$ cat src/common/uvr_pkg.sv
// Package for the result readback bank of the UV sensor.
// Assumes a byte-wide register port driven by an I2C front end.
package uvr_pkg;
    // ****************************************
    // Register map
    // ****************************************
    localparam logic [7:0]  ADDR_STATUS      = 8'h00;
    localparam logic [7:0]  ADDR_TEMP        = 8'h01;
    localparam logic [7:0]  ADDR_MRES1       = 8'h02;
    localparam logic [7:0]  ADDR_MRES2       = 8'h03;
    localparam logic [7:0]  ADDR_MRES3       = 8'h04;
    localparam logic [7:0]  ADDR_CONV        = 8'h05;
    localparam logic [15:0] RESULT_RESET     = 16'h0000;
    localparam logic [15:0] RESULT_MAX       = 16'hFFFF;
    localparam logic [3:0]  TEMP_PAD         = 4'h0;
    localparam int          TEMP_BITS        = 12;
    localparam int          CONV_BITS        = 24;
    localparam logic [23:0] TEMP_MIN_CLOCKS  = 24'h001000;
    localparam int          STATUS_SB_BIT    = 1;
    localparam int          STATUS_PD_BIT    = 0;
    localparam logic [7:0]  READ_DEFAULT     = 8'h00;
    // ****************************************
    // Readout byte phase
    // ****************************************
    typedef enum logic [1:0] {
        UVR_IDLE = 2'b00,
        UVR_LOW  = 2'b01,
        UVR_HIGH = 2'b11
    } uvr_phase_t;
endpackage : uvr_pkg

$ cat src/hw/uvr_sat.sv
// Saturating narrowing of a wide measurement count.
// Assumes an unsigned count from the measurement engine.
module uvr_sat
    import uvr_pkg::*;
#(
    parameter int IN_W = 24
) (
    input  wire logic [IN_W-1:0] in_count,
    output logic      [15:0]     out_value
);
    // ****************************************
    // Clamp at all-ones
    // ****************************************
    wire over = |in_count[IN_W-1:16];
    assign out_value = over ? RESULT_MAX : in_count[15:0];
endmodule : uvr_sat

$ cat src/hw/uvr_readback.sv
// Output register bank for sensor results, read byte by byte.
// Assumes the I2C front end gives start, stop, read strobe and address
// on CLK; standby and power-down controls are live internal levels.
module uvr_readback
    import uvr_pkg::*;
#(
    parameter int MEAS_W = 24
) (
    input  wire logic                 CLK,
    input  wire logic                 RST,
    input  wire logic                 SOFT_RESET,
    input  wire logic                 CONFIG_STATE,
    input  wire logic                 STANDBY_CTRL,
    input  wire logic                 POWER_DOWN_CTRL,
    input  wire logic                 EXT_SYNC_START_STOP_MODE,
    input  wire logic                 CONV_TIME_COUNTER_ENABLE,
    input  wire logic                 MEAS_DONE,
    input  wire logic [TEMP_BITS-1:0] MEAS_TEMP,
    input  wire logic [MEAS_W-1:0]    MEAS_CH1,
    input  wire logic [MEAS_W-1:0]    MEAS_CH2,
    input  wire logic [MEAS_W-1:0]    MEAS_CH3,
    input  wire logic [CONV_BITS-1:0] CONVERSION_TIME_COUNT,
    input  wire logic                 BUS_START,
    input  wire logic                 BUS_STOP,
    input  wire logic                 BUS_READ,
    input  wire logic                 BUS_WRITE,
    input  wire logic [7:0]           BUS_ADDR,
    output logic      [7:0]           BUS_RDATA,
    output logic                      TEMP_VALID
);
    // ****************************************
    // Buffers and output bank
    // ****************************************
    logic [15:0] buf_res [0:4];
    logic [15:0] out_res [0:4];
    logic        buf_tvalid;
    logic        in_read;
    uvr_phase_t  phase;
    logic [7:0]  last_addr;
    logic [15:0] sat1;
    logic [15:0] sat2;
    logic [15:0] sat3;
    logic [15:0] sat_conv;

    uvr_sat #(.IN_W(MEAS_W)) u_sat1 (.in_count(MEAS_CH1), .out_value(sat1));
    uvr_sat #(.IN_W(MEAS_W)) u_sat2 (.in_count(MEAS_CH2), .out_value(sat2));
    uvr_sat #(.IN_W(MEAS_W)) u_sat3 (.in_count(MEAS_CH3), .out_value(sat3));
    uvr_sat #(.IN_W(CONV_BITS)) u_satc (.in_count(CONVERSION_TIME_COUNT),
                                        .out_value(sat_conv));

    wire clear_bank = SOFT_RESET | CONFIG_STATE;
    wire sync_no_temp = EXT_SYNC_START_STOP_MODE & ~CONV_TIME_COUNTER_ENABLE;
    wire sync_short = EXT_SYNC_START_STOP_MODE & CONV_TIME_COUNTER_ENABLE
                    & (CONVERSION_TIME_COUNT < TEMP_MIN_CLOCKS);
    wire temp_ok = ~sync_no_temp & ~sync_short;
    wire [15:0] temp_word = sync_no_temp ? RESULT_RESET
                                         : {TEMP_PAD, MEAS_TEMP};
    wire transfer = BUS_START & ~in_read;
    logic [7:0] status_byte;
    always_comb begin
        status_byte                = READ_DEFAULT;
        status_byte[STATUS_SB_BIT] = STANDBY_CTRL;
        status_byte[STATUS_PD_BIT] = POWER_DOWN_CTRL;
    end
    wire new_addr = BUS_ADDR != last_addr;

    function automatic int unsigned slot(input logic [7:0] a);
        slot = 32'(a - ADDR_TEMP);
    endfunction : slot

    wire addr_hit = (BUS_ADDR >= ADDR_TEMP) && (BUS_ADDR <= ADDR_CONV);
    wire [15:0] sel_word = addr_hit ? out_res[slot(BUS_ADDR)] : RESULT_RESET;

    // ****************************************
    // Capture measurements into buffers
    // ****************************************
    always_ff @(posedge CLK or posedge RST) begin
        if (RST) begin
            for (int i = 0; i < 5; i++) begin
                buf_res[i] <= RESULT_RESET;
            end
            buf_tvalid <= 1'b0;
        end else if (clear_bank) begin
            for (int i = 0; i < 5; i++) begin
                buf_res[i] <= RESULT_RESET;
            end
            buf_tvalid <= 1'b0;
        end else if (MEAS_DONE) begin
            buf_res[0] <= temp_word;
            buf_res[1] <= sat1;
            buf_res[2] <= sat2;
            buf_res[3] <= sat3;
            buf_res[4] <= sat_conv;
            buf_tvalid <= temp_ok;
        end
    end

    // ****************************************
    // Output bank, frozen during a read
    // ****************************************
    always_ff @(posedge CLK or posedge RST) begin
        if (RST) begin
            for (int i = 0; i < 5; i++) begin
                out_res[i] <= RESULT_RESET;
            end
            TEMP_VALID <= 1'b0;
            in_read    <= 1'b0;
        end else if (clear_bank) begin
            for (int i = 0; i < 5; i++) begin
                out_res[i] <= RESULT_RESET;
            end
            TEMP_VALID <= 1'b0;
            in_read    <= 1'b0;
        end else begin
            if (transfer) begin
                for (int i = 0; i < 5; i++) begin
                    out_res[i] <= buf_res[i];
                end
                TEMP_VALID <= buf_tvalid;
            end
            if (BUS_STOP) begin
                in_read <= 1'b0;
            end else if (BUS_START) begin
                in_read <= 1'b1;
            end
        end
    end

    // ****************************************
    // Byte readout, low byte first
    // ****************************************
    always_ff @(posedge CLK or posedge RST) begin
        if (RST) begin
            phase     <= UVR_IDLE;
            last_addr <= READ_DEFAULT;
            BUS_RDATA <= READ_DEFAULT;
        end else if (BUS_START | BUS_STOP | clear_bank) begin
            phase     <= UVR_IDLE;
            last_addr <= READ_DEFAULT;
            BUS_RDATA <= READ_DEFAULT;
        end else if (BUS_READ) begin
            last_addr <= BUS_ADDR;
            if (BUS_ADDR == ADDR_STATUS) begin
                BUS_RDATA <= status_byte;
                phase     <= UVR_IDLE;
            end else if (!addr_hit) begin
                BUS_RDATA <= READ_DEFAULT;
                phase     <= UVR_IDLE;
            end else if (phase == UVR_LOW && !new_addr) begin
                BUS_RDATA <= sel_word[15:8];
                phase     <= UVR_HIGH;
            end else begin
                BUS_RDATA <= sel_word[7:0];
                phase     <= UVR_LOW;
            end
        end
        // Writes to result addresses change nothing here
    end

    wire unused_write = BUS_WRITE;
endmodule : uvr_readback

$ cat config.mk
export PLATFORM = sky130hd
export DESIGN_NAME = uvr_readback
export DESIGN_NICKNAME = d
export VERILOG_FILES = /design/src/common/uvr_pkg.sv /design/src/hw/uvr_sat.sv /design/src/hw/uvr_readback.sv
export SDC_FILE = /design/constraint.sdc
export NUM_CORES = 1
export LEC_CHECK = 0
export BUFFER_PORTS_ARGS = -buffer_cell sky130_fd_sc_hd__buf_4
export CAP_MARGIN = 5
export CORE_ASPECT_RATIO = 1.75
export CORE_UTILIZATION = 50
export CTS_CLUSTER_SIZE = 10
export DETAILED_ROUTE_END_ITERATION = 7
export PLACE_DENSITY = 0.8
export SETUP_SLACK_MARGIN = 0.2
export SLEW_MARGIN = 30
export SYNTH_ARGS = -nofsm -noshare
export SYNTH_HDL_FRONTEND = slang
export SYNTH_SLANG_ARGS = --single-unit
export TNS_END_PERCENT = 30
$ cat constraint.sdc
create_clock -name CLK -period 4.9 [get_ports CLK]
set_input_delay 0.245 -clock CLK [delete_from_list [all_inputs] [get_ports CLK]]
set_output_delay 0.245 -clock CLK [all_outputs]
set_load 0.05 [all_outputs]
==> impl_metrics.tcl <==
set metrics [dict create \
    start_util_pct 51.6 \
    n_fill_cell 1030 \
    r2r_start "in_read" \
    ys_types 40 \
    clk_latency_ns 0.42 \
    viasPerCell 6.44 \
    netlist_top_cells_area "dfrtp_1, a22o_1, o221a_2" \
    arrival_ns 2.60 \
    cts_root_buf "clkbuf_16" \
    grt_usage_pct 26.1 \
    synth_area_um2 7250 \
    yosysWarnings 0 \
    synth_edf_count 0 \
    setup-tns-final_ns 0 \
    yosys.area.top_type "dfrtp_1" \
    rows 57 \
    crit_start "CONFIG_STATE" \
    vias 5345 \
    worst_slew_pin_slew_ns 0.974 \
    cts_tree "built" \
    cts_resized 0 \
    rsz0062_at_grt "false" \
    place_area_um2 8360 \
    drc 0 \
    final_area_um2 9030 \
    dr.pass1.iters 6 \
    powerDensity_nw_per_um2 346 \
    yosysMostFrequentCell "dfrtp_1" \
    antenna_found_initial 0 \
    outcome "completed" \
    coreArea_um2 14000 \
    rr_endpoint "out_res[72]" \
    io_buffers 136 \
    max-cap-violations 0 \
    drive_gt1_share_pct 39.4 \
    cellLeakagePower_nw 4.26 \
    cp-start-kind "input pin" \
    slew-limit-headroom_pct 34.8 \
    hold_violations 0 \
    ant_nets 0 \
    antennaDiodeCount 0 \
    syn_area_per_cell_um2 13.7 \
    cts.clk_slew.worst_paths_ns 0.06 \
    netlist.area_leader.share_pct 59.7 \
    totalWireLength_um 18500 \
    synthToLayoutAreaGrowth_pct 24.5 \
    synth_fp_nets 659 \
    hold_class "input pin to flop" \
    end_kind "flop" \
    grt_max_degree 174 \
    ys_seq_area_share_pct 59.7 \
    fp.dieW_um 93.0 \
    path_max_fanout 64 \
    ys.flop_type "dfrtp_1" \
    dp_hpwl_um 12700 \
    drt_iter0_drc 472 \
    cts_setup_buffers 0 \
    numCtsBuffers 17 \
    netlist_top_cells_count "dfrtp_1, a22o_1, o221a_2, clkbuf_1, mux2i_1" \
    routabilityCongestion 0.838 \
    p_total_mw 3.13 \
    max_freq_mhz 445 \
    critPathKind "input pin to flop" \
    pin_count 138 \
    cp.required_ns 5.26 \
    final_nets 772 \
    setup_violations 0 \
    overflow 0 \
    skew_ns 0.00601 \
    die_area_um2 15000 \
    dieHeight_um 161 \
    r2r_cells 4 \
    period_minus_slack_ns 2.25 \
    syn_inst 528 \
    wl_per_cell_um 22.2 \
    htreeDepth 4 \
    vdd_ir_drop_max_mv 0.248 \
    critPathCapture "out_res[72]" \
    grt_pass1_vias 5489 \
    clk_path_buf_depth 2 \
    grt_pass1_wl_um 29400 \
    clkSinkCount 173 \
    post-route-period-util_pct 45.9 \
    synthArstFlopShare_pct 100 \
    synth-seq-cells 173 \
    ff2ff_setup_slack_ns 2.83 \
    slew_viol_final 0 \
]
==> routing by layer <==
metal	track usage [%]	share of wire, %	vias up
met2	43.3	53	247
met1	31.8	37	2722
met3	5.79	5.7	52
met5	0	0	-
li1	-	-	2324
met4	12.9	4.7	0
==> stage by stage <==
stage | worst slack (ns) | util, % | hold slack [ns] | std cells
floorplan | 2.44 | - | 0.318 | 528
global placement | 2.12 | 59.5 | 0.419 | 796
detailed placement | 2.02 | 59.5 | 0.424 | 796
CTS | 2.42 | 63.9 | 0.0342 | 828
global route | 2.50 | 64.2 | 0.0343 | 830
finish | 2.65 | 64.2 | 0.0424 | 830
==> critical path, cell delays in order <==
cell	delay [ns]
buf_4	0.12
nor2_4	0.09
buf_4	0.54
and3_2	0.91
buf_4	0.45
a22o_1	0.21
==> kinds of logic after synthesis <==
logic type	Yosys count	synth area share [%]
xor gates and xnor gates	10	1.21
AOI/OAI and AO/OA	189	24.1
muxes	28	5.94
and+or+nand+nor	62	5.09
buffers and inverters	64	3.57
DFF	173	59.7
adders and majority gates	2	0.345
==> registers in the layout, indices dropped and copies added, names as in the netlist <==
| signal | flops |
|---|---|
| phase | 2 |
| buf_tvalid | 1 |
| TEMP_VALID | 1 |
| last_addr | 8 |
| out_res | 76 |
| buf_res | 76 |
| BUS_RDATA | 8 |
| in_read | 1 |
==> what timing repair did <==
action                                  CTS  global route
hold buffers                              1             1
hold endpoints to repair                  1            18
endpoints found under the setup margin    0             0
==> worst min-delay path by stage <==
stage                       from           to  slack [ns]  cells past startpoint
finish              MEAS_TEMP[7]  buf_res[71]        0.04                      2
CTS                 MEAS_TEMP[7]  buf_res[71]        0.03                      2
floorplan               BUS_STOP      in_read        0.32                      1
detailed placement      BUS_STOP      in_read        0.42                      2
global placement        BUS_STOP      in_read        0.42                      2
global route        MEAS_TEMP[3]  buf_res[67]        0.03                      2
==> placed cells by master, fill, tap and decap left out, types with 4 or more instances in the layout <==
master / netlist / final
a21oi_1: 14 / 13
a221oi_1: 4 / 4
a22o_1: 97 / 97
a22oi_1: 4 / 4
and3_1: 13 / 12
buf_4: 1 / 140
clkbuf_16: 0 / 17
dfrtp_1: 173 / 173
inv_1: 14 / 13
mux2i_1: 16 / 16
mux4_2: 12 / 12
nor2_1: 15 / 14
nor3_1: 10 / 10
nor4_1: 5 / 5
o221a_2: 63 / 63
xnor2_1: 9 / 8
==> final cells by class <==
type / count / area, um^2 / area share, %
inverter: 14 / 56.3 / 0.624
clock inverter: 10 / 139 / 1.54
clock buffer: 21 / 470 / 5.21
sequential: 173 / 4330 / 48.0
multi-input combinational: 291 / 2690 / 29.8
tap: 177 / 221 / 2.45
timing repair buffer: 144 / 1120 / 12.4
==> power breakdown <==
| group | total [mW] | internal, mW | leakage, nW | switching (mW) |
|---|---|---|---|---|
| clock | 1.37 | 0.839 | 0.299 | 0.533 |
| combinational | 0.262 | 0.128 | 1.59 | 0.134 |
| sequential | 1.49 | 1.46 | 2.37 | 0.0267 |
Power figures use the tool's default switching activity.
